`src/rtl/timer_pkg.sv`:
```
package timer_pkg;

   // bus geometry
   localparam int unsigned DATA_W   = 32;
   localparam int unsigned COUNT_W  = 16;

   // register byte offsets
   localparam logic [7:0] OFF_CONTROL    = 8'h00;
   localparam logic [7:0] OFF_COUNT      = 8'h04;
   localparam logic [7:0] OFF_GENERAL    = 8'h08;
   localparam logic [7:0] OFF_BUFFER     = 8'h0C;
   localparam logic [7:0] OFF_XFER_MODE  = 8'h10;
   localparam logic [7:0] OFF_CYCLE      = 8'h14;
   localparam logic [7:0] OFF_ADC_CMP_A  = 8'h18;
   localparam logic [7:0] OFF_ADC_CMP_B  = 8'h1C;
   localparam logic [7:0] OFF_ADC_CTRL   = 8'h20;
   localparam logic [7:0] OFF_FLAGS      = 8'h24;
   localparam logic [7:0] OFF_IO_CTRL    = 8'h28;

   // timer_control fields
   localparam int unsigned CTRL_W        = 7;
   localparam int unsigned CTRL_START    = 0;
   localparam int unsigned CTRL_MODE_LSB = 1;
   localparam int unsigned CTRL_MODE_MSB = 3;
   localparam int unsigned CTRL_CLR_LSB  = 4;
   localparam int unsigned CTRL_CLR_MSB  = 6;

   // count_clear_source encodings
   localparam logic [2:0] CLR_NONE    = 3'h0;
   localparam logic [2:0] CLR_COMPARE = 3'h1;

   // adc_request_control fields
   localparam int unsigned ADC_UP_A = 0;
   localparam int unsigned ADC_UP_B = 1;
   localparam int unsigned ADC_DN_A = 2;
   localparam int unsigned ADC_DN_B = 3;

   // timer_flags fields, write one to clear
   localparam int unsigned FLAG_OVF = 0;
   localparam int unsigned FLAG_UNF = 1;

   // io control value that forces the output pin low
   localparam logic [7:0] IO_LOW_INIT = 8'h11;

   // reset values
   localparam logic [CTRL_W-1:0]  RST_CONTROL = 7'h00;
   localparam logic [COUNT_W-1:0] RST_COUNT   = 16'h0000;
   localparam logic [COUNT_W-1:0] RST_REG16   = 16'hFFFF;
   localparam logic [3:0]         RST_ADC     = 4'h0;
   localparam logic [7:0]         RST_IO      = 8'h00;
   localparam logic               RST_XFER    = 1'b0;

   typedef enum logic [2:0] {
      MODE_NORMAL,
      MODE_PWM1,
      MODE_PWM2,
      MODE_COMPL,
      MODE_RSYNC
   } timer_mode_t;

endpackage : timer_pkg

```
`src/rtl/adc_trigger.sv`:
```
`timescale 1ns/1ps

module adc_trigger (
   input  wire logic                          pclk,
   input  wire logic                          presetn,
   input  wire logic                          running,
   input  wire logic                          compl_mode,
   input  wire logic                          up_dir,
   input  wire logic [timer_pkg::COUNT_W-1:0] count,
   input  wire logic [timer_pkg::COUNT_W-1:0] cycle_data,
   input  wire logic [timer_pkg::COUNT_W-1:0] cmp_a,
   input  wire logic [timer_pkg::COUNT_W-1:0] cmp_b,
   input  wire logic [3:0]                    req_en,
   output logic                               req_a,
   output logic                               req_b
);
   import timer_pkg::*;

   logic up_win;
   logic dn_win;
   logic next_req_a;
   logic next_req_b;

   ////////////////////////////////////////////////////////////////////////////
   // windows: the crest value belongs to the falling half, the trough to the rising half
   always_comb begin
      if (compl_mode) begin
         up_win = (up_dir || count == '0) && (count < cycle_data);
         dn_win = (!up_dir || count >= cycle_data) && (count != '0)
                  && (count <= cycle_data);
      end else begin
         up_win = 1'b1;
         dn_win = 1'b0;  // down window is closed here, whatever the down bits hold
      end
      next_req_a = running && (count == cmp_a)
                   && ((req_en[ADC_UP_A] && up_win) || (req_en[ADC_DN_A] && dn_win));
      next_req_b = running && (count == cmp_b)
                   && ((req_en[ADC_UP_B] && up_win) || (req_en[ADC_DN_B] && dn_win));
   end

   // requests are one-cycle pulses, one clock after the matching count value
   always_ff @(posedge pclk or negedge presetn) begin
      if (!presetn) begin
         req_a <= 1'b0;
         req_b <= 1'b0;
      end else begin
         req_a <= next_req_a;
         req_b <= next_req_b;
      end
   end

endmodule : adc_trigger

```
`src/rtl/multifunction_timer.sv`:
```
`timescale 1ns/1ps

// Summary of operation
// - Clear-time transfer is selectable only in PWM1/PWM2 on channel 0, PWM1 on 3 and 4.
// - Buffer copies to general register at compare match by default, or at counter clearing.
// - With clear-time transfer, rollover from all ones to zero triggers the copy.
// - With clear-time transfer, software writing zero to a running counter triggers the copy.
// - With clear-time transfer, a clear by the selected clear source triggers the copy.
// - A/D start request A or B issues on count equal compare, inside an enabled window.
// - Complementary mode: up enable allows requests while counting up, zero to cycle minus one.
// - Complementary mode: down enable allows requests while counting down, cycle down to one.
// - Outside complementary mode an up enable requests on every match, any direction.
// - Overflow or underflow together with a clear: counter clears, flags stay unchanged.
// - Count step during a counter write: written value is kept, flags are not set.
// - Output level is not reinitialised on mode change, so a high pin may stay high.
module multifunction_timer #(
   parameter int unsigned CHANNEL_ID = 4
) (
   input  wire logic                         pclk,
   input  wire logic                         presetn,
   input  wire logic                         psel,
   input  wire logic                         penable,
   input  wire logic                         pwrite,
   input  wire logic [7:0]                   paddr,
   input  wire logic [timer_pkg::DATA_W-1:0] pwdata,
   output logic      [timer_pkg::DATA_W-1:0] prdata,
   output logic                              pready,
   output logic                              pslverr,
   output logic                              adc_start_req_a,
   output logic                              adc_start_req_b,
   output logic                              timer_out
);
   import timer_pkg::*;

   ////////////////////////////////////////////////////////////////////////////
   // elaboration check: only channels 0, 3 and 4 have buffer transfer selection
   if (!(CHANNEL_ID == 0 || CHANNEL_ID == 3 || CHANNEL_ID == 4)) begin : g_bad_channel
      $error("multifunction_timer: CHANNEL_ID must be 0, 3 or 4");
   end

   ////////////////////////////////////////////////////////////////////////////
   // state
   logic [CTRL_W-1:0]  timer_control;
   logic [COUNT_W-1:0] timer_count;
   logic [COUNT_W-1:0] general_compare_reg;
   logic [COUNT_W-1:0] buffer_reg;
   logic               xfer_at_clear_sel_a;
   logic [COUNT_W-1:0] cycle_data;
   logic [COUNT_W-1:0] adc_compare_a_ch4;
   logic [COUNT_W-1:0] adc_compare_b_ch4;
   logic [3:0]         adc_request_control;
   logic               overflow_flag;
   logic               underflow_flag;
   logic [7:0]         io_ctrl;
   logic               up_dir;

   logic [CTRL_W-1:0]  next_timer_control;
   logic [COUNT_W-1:0] next_timer_count;
   logic [COUNT_W-1:0] next_general_compare_reg;
   logic [COUNT_W-1:0] next_buffer_reg;
   logic               next_xfer_at_clear_sel_a;
   logic [COUNT_W-1:0] next_cycle_data;
   logic [COUNT_W-1:0] next_adc_compare_a_ch4;
   logic [COUNT_W-1:0] next_adc_compare_b_ch4;
   logic [3:0]         next_adc_request_control;
   logic               next_overflow_flag;
   logic               next_underflow_flag;
   logic [7:0]         next_io_ctrl;
   logic               next_up_dir;
   logic               next_timer_out;
   logic [DATA_W-1:0]  next_prdata;
   logic               next_pready;
   logic               next_pslverr;

   // decoded control and events
   timer_mode_t        mode;
   logic               running;
   logic               compl_mode;
   logic               pwm_like;
   logic               xfer_sel_allowed;
   logic               wr;
   logic               wr_count;
   logic               sw_zero;
   logic               cmp_match;
   logic               hw_clear;
   logic               ovf_evt;
   logic               unf_evt;
   logic               clear_event;
   logic               xfer_evt;
   logic [COUNT_W-1:0] step_count;
   logic               step_dir;
   logic [DATA_W-1:0]  rd_mux;
   logic               rd_hit;

   ////////////////////////////////////////////////////////////////////////////
   // mode decode; unused codes behave as normal counting
   always_comb begin
      case (timer_control[CTRL_MODE_MSB:CTRL_MODE_LSB])
         3'h1:    mode = MODE_PWM1;
         3'h2:    mode = MODE_PWM2;
         3'h3:    mode = MODE_COMPL;
         3'h4:    mode = MODE_RSYNC;
         default: mode = MODE_NORMAL;
      endcase
      running    = timer_control[CTRL_START];
      compl_mode = (mode == MODE_COMPL);
      pwm_like   = (mode == MODE_PWM1) || (mode == MODE_PWM2) || (mode == MODE_RSYNC);
      if (CHANNEL_ID == 0) begin
         xfer_sel_allowed = (mode == MODE_PWM1) || (mode == MODE_PWM2);
      end else begin
         xfer_sel_allowed = (mode == MODE_PWM1);
      end
   end

   ////////////////////////////////////////////////////////////////////////////
   // count step: sawtooth up, or triangle between zero and cycle_data
   always_comb begin
      step_count = timer_count;
      step_dir   = up_dir;
      ovf_evt    = 1'b0;
      unf_evt    = 1'b0;
      if (running) begin
         if (compl_mode) begin
            if (up_dir && timer_count >= cycle_data) begin
               step_dir   = 1'b0;
               step_count = timer_count - 16'h0001;
            end else if (up_dir) begin
               step_count = timer_count + 16'h0001;
            end else if (timer_count == '0) begin
               step_dir   = 1'b1;
               step_count = 16'h0001;
               unf_evt    = 1'b1;  // trough turning point
            end else begin
               step_count = timer_count - 16'h0001;
            end
         end else begin
            step_dir   = 1'b1;
            step_count = timer_count + 16'h0001;
            ovf_evt    = (timer_count == 16'hFFFF);
         end
      end
   end

   ////////////////////////////////////////////////////////////////////////////
   // events; a bus write lands in the access cycle that sees pready high
   always_comb begin
      wr          = psel && penable && pready && pwrite;
      wr_count    = wr && (paddr == OFF_COUNT);
      sw_zero     = wr_count && running && (pwdata[COUNT_W-1:0] == '0);
      cmp_match   = running && (timer_count == general_compare_reg);
      hw_clear    = cmp_match && !compl_mode
                    && (timer_control[CTRL_CLR_MSB:CTRL_CLR_LSB] == CLR_COMPARE);
      clear_event = hw_clear || sw_zero || (ovf_evt && !wr_count);
      if (xfer_at_clear_sel_a && xfer_sel_allowed) begin
         xfer_evt = clear_event;
      end else begin
         xfer_evt = cmp_match;
      end
   end

   ////////////////////////////////////////////////////////////////////////////
   // next register values; hardware events win over a same-cycle bus write, except on the counter and the output pin
   always_comb begin
      next_timer_control       = timer_control;
      next_buffer_reg          = buffer_reg;
      next_xfer_at_clear_sel_a = xfer_at_clear_sel_a;
      next_cycle_data          = cycle_data;
      next_adc_compare_a_ch4   = adc_compare_a_ch4;
      next_adc_compare_b_ch4   = adc_compare_b_ch4;
      next_adc_request_control = adc_request_control;
      next_io_ctrl             = io_ctrl;
      next_general_compare_reg = general_compare_reg;
      next_overflow_flag       = overflow_flag;
      next_underflow_flag      = underflow_flag;
      next_timer_out           = timer_out;
      if (wr) begin
         case (paddr)
            OFF_CONTROL:   next_timer_control       = pwdata[CTRL_W-1:0];
            OFF_GENERAL:   next_general_compare_reg = pwdata[COUNT_W-1:0];
            OFF_BUFFER:    next_buffer_reg          = pwdata[COUNT_W-1:0];
            OFF_XFER_MODE: next_xfer_at_clear_sel_a = pwdata[0];  // stop the counter first
            OFF_CYCLE:     next_cycle_data          = pwdata[COUNT_W-1:0];
            OFF_ADC_CMP_A: next_adc_compare_a_ch4   = pwdata[COUNT_W-1:0];
            OFF_ADC_CMP_B: next_adc_compare_b_ch4   = pwdata[COUNT_W-1:0];
            OFF_ADC_CTRL:  next_adc_request_control = pwdata[3:0];
            OFF_IO_CTRL:   next_io_ctrl             = pwdata[7:0];
            OFF_FLAGS: begin
               if (pwdata[FLAG_OVF]) begin
                  next_overflow_flag = 1'b0;
               end
               if (pwdata[FLAG_UNF]) begin
                  next_underflow_flag = 1'b0;
               end
            end
            default: ;
         endcase
      end
      // copy of the buffer in the very cycle of the event
      if (xfer_evt) begin
         next_general_compare_reg = buffer_reg;
      end
      // flags: set beats clear; suppressed by a clear or a counter write
      if (ovf_evt && !hw_clear && !wr_count) begin
         next_overflow_flag = 1'b1;
      end
      if (unf_evt && !hw_clear && !wr_count) begin
         next_underflow_flag = 1'b1;
      end
      // counter: bus write first, then a clear, then the count step
      next_up_dir = step_dir;
      if (wr_count) begin
         next_timer_count = pwdata[COUNT_W-1:0];
      end else if (hw_clear) begin
         next_timer_count = '0;
      end else begin
         next_timer_count = step_count;
      end
      // output pin; a mode change alone never reloads it, so a high level survives
      if (wr && paddr == OFF_IO_CTRL && pwdata[7:0] == IO_LOW_INIT) begin
         next_timer_out = 1'b0;
      end else if (pwm_like && clear_event) begin
         next_timer_out = 1'b0;
      end else if (pwm_like && cmp_match) begin
         next_timer_out = 1'b1;
      end
   end

   ////////////////////////////////////////////////////////////////////////////
   // apb read mux; sampled in the setup cycle so prdata comes from a flop
   always_comb begin
      rd_mux = '0;
      rd_hit = 1'b1;
      case (paddr)
         OFF_CONTROL:   rd_mux[CTRL_W-1:0]  = timer_control;
         OFF_COUNT:     rd_mux[COUNT_W-1:0] = timer_count;
         OFF_GENERAL:   rd_mux[COUNT_W-1:0] = general_compare_reg;
         OFF_BUFFER:    rd_mux[COUNT_W-1:0] = buffer_reg;
         OFF_XFER_MODE: rd_mux[0]           = xfer_at_clear_sel_a;
         OFF_CYCLE:     rd_mux[COUNT_W-1:0] = cycle_data;
         OFF_ADC_CMP_A: rd_mux[COUNT_W-1:0] = adc_compare_a_ch4;
         OFF_ADC_CMP_B: rd_mux[COUNT_W-1:0] = adc_compare_b_ch4;
         OFF_ADC_CTRL:  rd_mux[3:0]         = adc_request_control;
         OFF_FLAGS:     rd_mux[1:0]         = {underflow_flag, overflow_flag};
         OFF_IO_CTRL:   rd_mux[7:0]         = io_ctrl;
         default:       rd_hit              = 1'b0;
      endcase
      // no wait state: ready in the first access cycle, never in setup
      next_pready  = psel && !penable;
      next_prdata  = prdata;
      next_pslverr = pslverr;
      if (psel && !penable) begin
         next_prdata  = pwrite ? '0 : rd_mux;
         next_pslverr = !rd_hit;
      end else if (!psel) begin
         next_pslverr = 1'b0;
      end
   end

   ////////////////////////////////////////////////////////////////////////////
   // registers only
   always_ff @(posedge pclk or negedge presetn) begin
      if (!presetn) begin
         timer_control       <= RST_CONTROL;
         timer_count         <= RST_COUNT;
         general_compare_reg <= RST_REG16;
         buffer_reg          <= RST_REG16;
         xfer_at_clear_sel_a <= RST_XFER;
         cycle_data          <= RST_REG16;
         adc_compare_a_ch4   <= RST_REG16;
         adc_compare_b_ch4   <= RST_REG16;
         adc_request_control <= RST_ADC;
         overflow_flag       <= 1'b0;
         underflow_flag      <= 1'b0;
         io_ctrl             <= RST_IO;
         up_dir              <= 1'b1;
         timer_out           <= 1'b0;
         prdata              <= '0;
         pready              <= 1'b0;
         pslverr             <= 1'b0;
      end else begin
         timer_control       <= next_timer_control;
         timer_count         <= next_timer_count;
         general_compare_reg <= next_general_compare_reg;
         buffer_reg          <= next_buffer_reg;
         xfer_at_clear_sel_a <= next_xfer_at_clear_sel_a;
         cycle_data          <= next_cycle_data;
         adc_compare_a_ch4   <= next_adc_compare_a_ch4;
         adc_compare_b_ch4   <= next_adc_compare_b_ch4;
         adc_request_control <= next_adc_request_control;
         overflow_flag       <= next_overflow_flag;
         underflow_flag      <= next_underflow_flag;
         io_ctrl             <= next_io_ctrl;
         up_dir              <= next_up_dir;
         timer_out           <= next_timer_out;
         prdata              <= next_prdata;
         pready              <= next_pready;
         pslverr             <= next_pslverr;
      end
   end

   ////////////////////////////////////////////////////////////////////////////
   // a/d start request generation
   adc_trigger u_adc_trigger (
      .pclk       (pclk),
      .presetn    (presetn),
      .running    (running),
      .compl_mode (compl_mode),
      .up_dir     (up_dir),
      .count      (timer_count),
      .cycle_data (cycle_data),
      .cmp_a      (adc_compare_a_ch4),
      .cmp_b      (adc_compare_b_ch4),
      .req_en     (adc_request_control),
      .req_a      (adc_start_req_a),
      .req_b      (adc_start_req_b)
   );

endmodule : multifunction_timer

```
`config.mk`:
```
export PLATFORM = sky130hd
export DESIGN_NAME = multifunction_timer
export DESIGN_NICKNAME = d
export VERILOG_FILES = /design/src/rtl/timer_pkg.sv /design/src/rtl/adc_trigger.sv /design/src/rtl/multifunction_timer.sv
export SDC_FILE = /design/constraint.sdc
export NUM_CORES = 1
export LEC_CHECK = 0
export ABC_AREA = 1
export BUFFER_PORTS_ARGS = -buffer_cell sky130_fd_sc_hd__buf_4
export CAP_MARGIN = 40
export CORE_MARGIN = 5
export CORE_UTILIZATION = 45
export DETAILED_ROUTE_END_ITERATION = 12
export PLACE_DENSITY = 0.71
export SETUP_SLACK_MARGIN = 0.5
export SLEW_MARGIN = 20
export SYNTH_ARGS = -nofsm -noshare
export SYNTH_HDL_FRONTEND = slang
export SYNTH_HIERARCHICAL = 1
export SYNTH_SLANG_ARGS = --single-unit
```
`constraint.sdc`:
```
create_clock -name pclk -period 2.8 [get_ports pclk]
set_input_delay 0.28 -clock pclk [delete_from_list [all_inputs] [get_ports pclk]]
set_output_delay 0.28 -clock pclk [all_outputs]
set_load 0.005 [all_outputs]
```
### After elaboration in Yosys (flattened, before gate mapping)

Index checks and enable logic that the tools add are counted.

* bits in registers: 156
* latch bits: 0
* bits in writable memories: 0
* bits in read-only memories: 0
* input port bits: 45
* output and inout bits: 37
* word-level logic and storage cells: 166
* memories: 0

* add/subtract/negate cells: 2
* multipliers: 0
* divide/modulo/power cells: 0
* order comparisons: 3
* equal/unequal tests: 25
* shift-type cells: 0
* multiplexer cells: 45
* bitwise logic cells: 0
* reductions and logical operators: 72

Operators with widths (count)
* $mux 16: 11
* $eq 16x16->1: 3
* $pmux 8 s6: 1
* $eq 8x5->1 const B: 5
* $logic_and 1x1->1: 32
* $logic_not 16->1: 2
* $mux 1: 27
* $eq 8x6->1 const B: 3
* $pmux 3 s8: 1
* $pmux 2 s9: 1
* $reduce_and 2->1: 9
* $add 16x1->16 const B: 1
* $eq 16x16->1 const B: 1
* $eq 8x4->1 const B: 2
* $ge 16x16->1: 1
* $le 16x16->1: 1
* $lt 16x16->1: 1
* $reduce_bool 16->1: 1
* $reduce_bool 2->1: 8
* $sub 16x1->16 const B: 1
* $eq 3x2->1 const B: 4
* $pmux 3 s4: 1
* $pmux 1 s11: 1
* $reduce_or 11->1: 1
* other kinds (11): 28

### Depth between registers and ports, before layout

* depth in word-level cells: 11
* mapped depth: 17
* gate-level depth less buffers: 16

### Hierarchy

The synthesis kept the hierarchy.

By module, submodules not included
* multifunction_timer: times used 1, cells each 1206, area each 9004.9 sq um, seq. area each 3554.7 sq um
* adc_trigger: times used 1, cells each 176, area each 1024.7 sq um, seq. area each 50.0 sq um

### Worst setup path after synthesis

Ideal clock, no wire load.

* path kind: register to register
* start point: reg cycle_data[15]
* end point: reg timer_count[8]
* library setup time: 0.077 ns
* arrival time: 1.863 ns
* data required time: 2.723 ns
* path slack: 0.860 ns
* cell stages (with the launch flop): 14
* path buffers: 1
* period minus slack after synthesis: 1.940 ns
* cell sequence: dfstp_2 inv_1 ha_1 nand2_1 nor3b_1 nand2_1 a21oi_1 nand2_2 nand2_2 buf_4 nand2_1 nand2_1 nand2_1 a21oi_1

* longest elaborated chain between the ends: 7

RTL lines
* start: declaration: RTL line multifunction_timer.sv:48 `logic [COUNT_W-1:0] cycle_data;`
* start signal: assignment: RTL line multifunction_timer.sv:286 `cycle_data <= next_cycle_data;`
* $ge 16x16->1: RTL line multifunction_timer.sv:124 `if (up_dir && timer_count >= cycle_data) begin`
* $logic_and 1x1->1: RTL line multifunction_timer.sv:124
* $mux 16: RTL line multifunction_timer.sv:124
* $mux 16: RTL line multifunction_timer.sv:123 `if (compl_mode) begin`
* $mux 16: RTL line multifunction_timer.sv:122 `if (running) begin`
* $mux 16: RTL line multifunction_timer.sv:213 `end else if (hw_clear) begin`
* $mux 16: RTL line multifunction_timer.sv:211 `if (wr_count) begin`
* end signal: assignment: RTL line multifunction_timer.sv:282 `timer_count <= next_timer_count;`
* end: declaration: RTL line multifunction_timer.sv:44 `logic [COUNT_W-1:0] timer_count;`

Every way passes these cells. The select of a mux whose other input is x is not followed.
A chain may end at the register's enable or synchronous reset.

### Worst setup path in the final report

* start point: reg cycle_data[15]
* end point: reg timer_count[7]

Same word-level chain as after synthesis.

==> impl_metrics.yaml <==
outcome:
  outcome: "complete, but fails checks"
  violations: "design-rule violations"
die:
  num_rows: 54
  die_area_um2: 25370
  initial_utilization_pct: 45.82
  die_w_um: 159.3
  fp.dieH_um: 159.3
  io-pin-count: 82
  core_um2: 21890
grt:
  grt_pass1_vias: 9174
  grt_max_degree: 68
  grt_overflow_total: 0
  antenna_found_initial: 0
  grt_first_pass_wirelength_um: 51990
  track_usage_pct: 25.89
setup_path:
  cp-startpoint: "cycle_data[15]$_DFFE_PN1P_"
  path_class: "flip-flop to flip-flop"
  end_kind: "flip-flop"
  path_delay_family: "simple AND/OR/NAND/NOR gates"
  required_ns: 3.16
  crit_slowest_cell: "dfstp_2"
  r2r-start: "cycle_data[15]$_DFFE_PN1P_"
  crit_fanout: 6
  crit_chain: "inv_1 > ha_1 > nand2_1 > nor3b_1 > nand2_1 > a21oi_4 > nand2_8 > buf_4 > nand3_1 > nand3_1 > a21oi_1"
  worst-path-buf-inv: 2
  crit_cells: 11
  critPathLaunchType: "flip-flop"
  reg2reg_depth: 11
  critPathArrivalTime_ns: 2.57
  r2r_end: "timer_count[7]$_DFFE_PN0P_"
  reg2reg_slack_ns: 0.59
  cp_slowest_stage_delay_ns: 0.55
  crit_end: "timer_count[7]$_DFFE_PN0P_"
flow_run:
  cap_violations: 0
route:
  wl_per_cell_um: 19.38
  vias: 9800
  dr.pass1.iters: 12
  ant_nets: 0
  drt_wl_total_um: 33700
  viasPerCell: 5.635
  drc_errors: 1
  first_iter_violations: 1260
power:
  vdd_drop_max_mv: 0.3807
  power.density_nw_per_um2: 519.7
  power.static_leakage_nw: 5.461
cts:
  htreeDepth: 4
  clock-sinks: 140
  numCtsBuffers: 17
  root_buffer: "clkbuf_16"
  clkTransAtPathRegs_ns: 0.07
  cts_buffer_depth: 2
  cts_tree: "built"
  clock_latency_ns: 0.45
placed_design:
  placed_cells: 1694
  port_buffers: 49
  gp_congestion: 0.9661
  hpwl_um: 24680
final_layout:
  final_common_cell: "nand2_1"
  drive_gt1_share_pct: 24.33
  final_cell_mix: "nand2_1, o21ai_0, inv_1, nor2_1, buf_4"
  final_cells: 1739
  nNetsFinal: 1526
  synthToLayoutAreaGrowth_pct: 14.27
  n_fill_cell: 2137
  diodes: 0
synthesis:
  synth-seq-cells: 140
  syn_inst: 1382
  yosysSeqAreaShare_pct: 35.94
  synth_flop_cell: "dfstp_2"
  synth.cell_area_um2: 10030
  synth-edff-count: 0
  synth_cell_types: 55
  avgSynthCellArea_um2: 7.257
  async_reset_ff_share_pct: 100.0
  yosys_warnings: 6
sta:
  fin_setup_tns_ns: 0
  finalSetupViolCount: 0
  whs_ns: 0.06101
  tightest_slew_ns: 0.6416
  max-slew-margin-rel_pct: 57.12
  min_period_ns: 2.208
  fin_crit_sh_pct: 78.87
  slew_viol_final: 0
  finClkSkew_ns: 0.009234
  clock.fmax_mhz: 452.8
  rsz0062_at_grt: "yes"
  hold_viol_final: 0
hold_path:
  min_path_type: "input port to flip-flop"
layer usage:
| metal | part of all wire, % | global-route usage, % | vias to the layer above | wire length (µm) |
|---|---|---|---|---|
| met5 | 0 | 0 | - | 0 |
| met3 | 11 | 6.653 | 75 | 3736 |
| met2 | 44 | 39.49 | 561 | 14840 |
| met1 | 42 | 35.85 | 4581 | 14010 |
| li1 | - | - | 4583 | - |
| met4 | 3.3 | 8.957 | 0 | 1110 |
power breakdown:
group	internal, mW	switching, mW
combinational	0.463	0.924
clock	1.44	1.01
sequential	2.07	0.0519
synth_stat cells (4+ instances only):
| library cell | number | share of area [%] |
|---|---|---|
| clkbuf_1 | 17 | 0.64 |
| inv_2 | 30 | 1.1 |
| nand3_2 | 37 | 3.7 |
| xnor2_1 | 6 | 0.52 |
| o21ai_0 | 132 | 6.6 |
| nand2_2 | 22 | 1.4 |
| inv_1 | 130 | 4.9 |
| nor2_1 | 110 | 4.1 |
| xor2_1 | 28 | 2.4 |
| nand3_1 | 78 | 3.9 |
| o22ai_1 | 12 | 0.75 |
| nor2_4 | 4 | 0.45 |
| a22o_1 | 7 | 0.61 |
| buf_4 | 27 | 2.0 |
| nand4_1 | 27 | 1.7 |
| buf_2 | 17 | 0.85 |
| nand2_1 | 386 | 14 |
| dfrtp_1 | 59 | 15 |
| o21ai_1 | 10 | 0.50 |
| inv_4 | 4 | 0.25 |
| nor4_1 | 4 | 0.25 |
| a21oi_1 | 39 | 1.9 |
| dfstp_2 | 81 | 21 |
| nor2_2 | 21 | 1.3 |
| nor3_1 | 10 | 0.50 |
| ha_1 | 35 | 4.4 |
| o2111ai_1 | 7 | 0.61 |
cell type report:
type	count	area, µm²	area share (%)
sequential	140	3606	31.46
clock buffer	18	439.2	3.832
inverter	165	630.6	5.502
clock inverter	14	183.9	1.605
timing repair buffer	97	750.7	6.550
multi-input combinational	1025	5500	47.99
tap	280	350.3	3.057
timing repair:
action                     in CTS  in global routing
cloned                          0                  3
hold endpoints to repair        9                  0
hold buffers                    1                  0
setup endpoints to repair      30                 30
buffers inserted                0                  9
pin swaps                       0                  2
resized for setup               4                 17
metrics by stage:
stage                     area [µm²]  setup slack [ns]  utilization, %  total power, mW
final                          11460            0.5917           52.35            5.956
after CTS                      11280            0.4835           51.55            5.882
after detailed placement       10640            0.3847           48.58            3.441
after floorplan                10090            0.8601               -            3.059
after global placement         10640            0.4317           48.58            3.415
after global routing           11460            0.4912           52.35            6.211
logic make-up after synthesis:
kind of cell / Yosys count / share of synthesized area [%]
AO/OA/AOI/OAI: 224 / 12.44
XOR/XNOR: 34 / 2.969
adder cells (fa/ha/maj): 35 / 4.366
buffers and inverters: 235 / 10.98
flip-flops: 140 / 35.94
other: 1 / 0.03739
AND/OR/NAND/NOR: 713 / 33.27
worst min path at each step:
stage / from / end / slack [ns] / cells past startpoint
3_3_place_gp: presetn / timer_count[15]$_DFFE_PN0P_ / 0.28 / 1
6_report: penable / pready$_DFF_PN0_ / 0.06 / 2
2_1_floorplan: presetn / adc_request_control[0]$_DFFE_PN0P_ / -0.02 / 0
4_1_cts: penable / pready$_DFF_PN0_ / 0.05 / 2
3_5_place_dp: presetn / timer_count[15]$_DFFE_PN0P_ / 0.28 / 1
5_1_grt: penable / pready$_DFF_PN0_ / 0.06 / 2
Power figures use the tool's default switching activity.
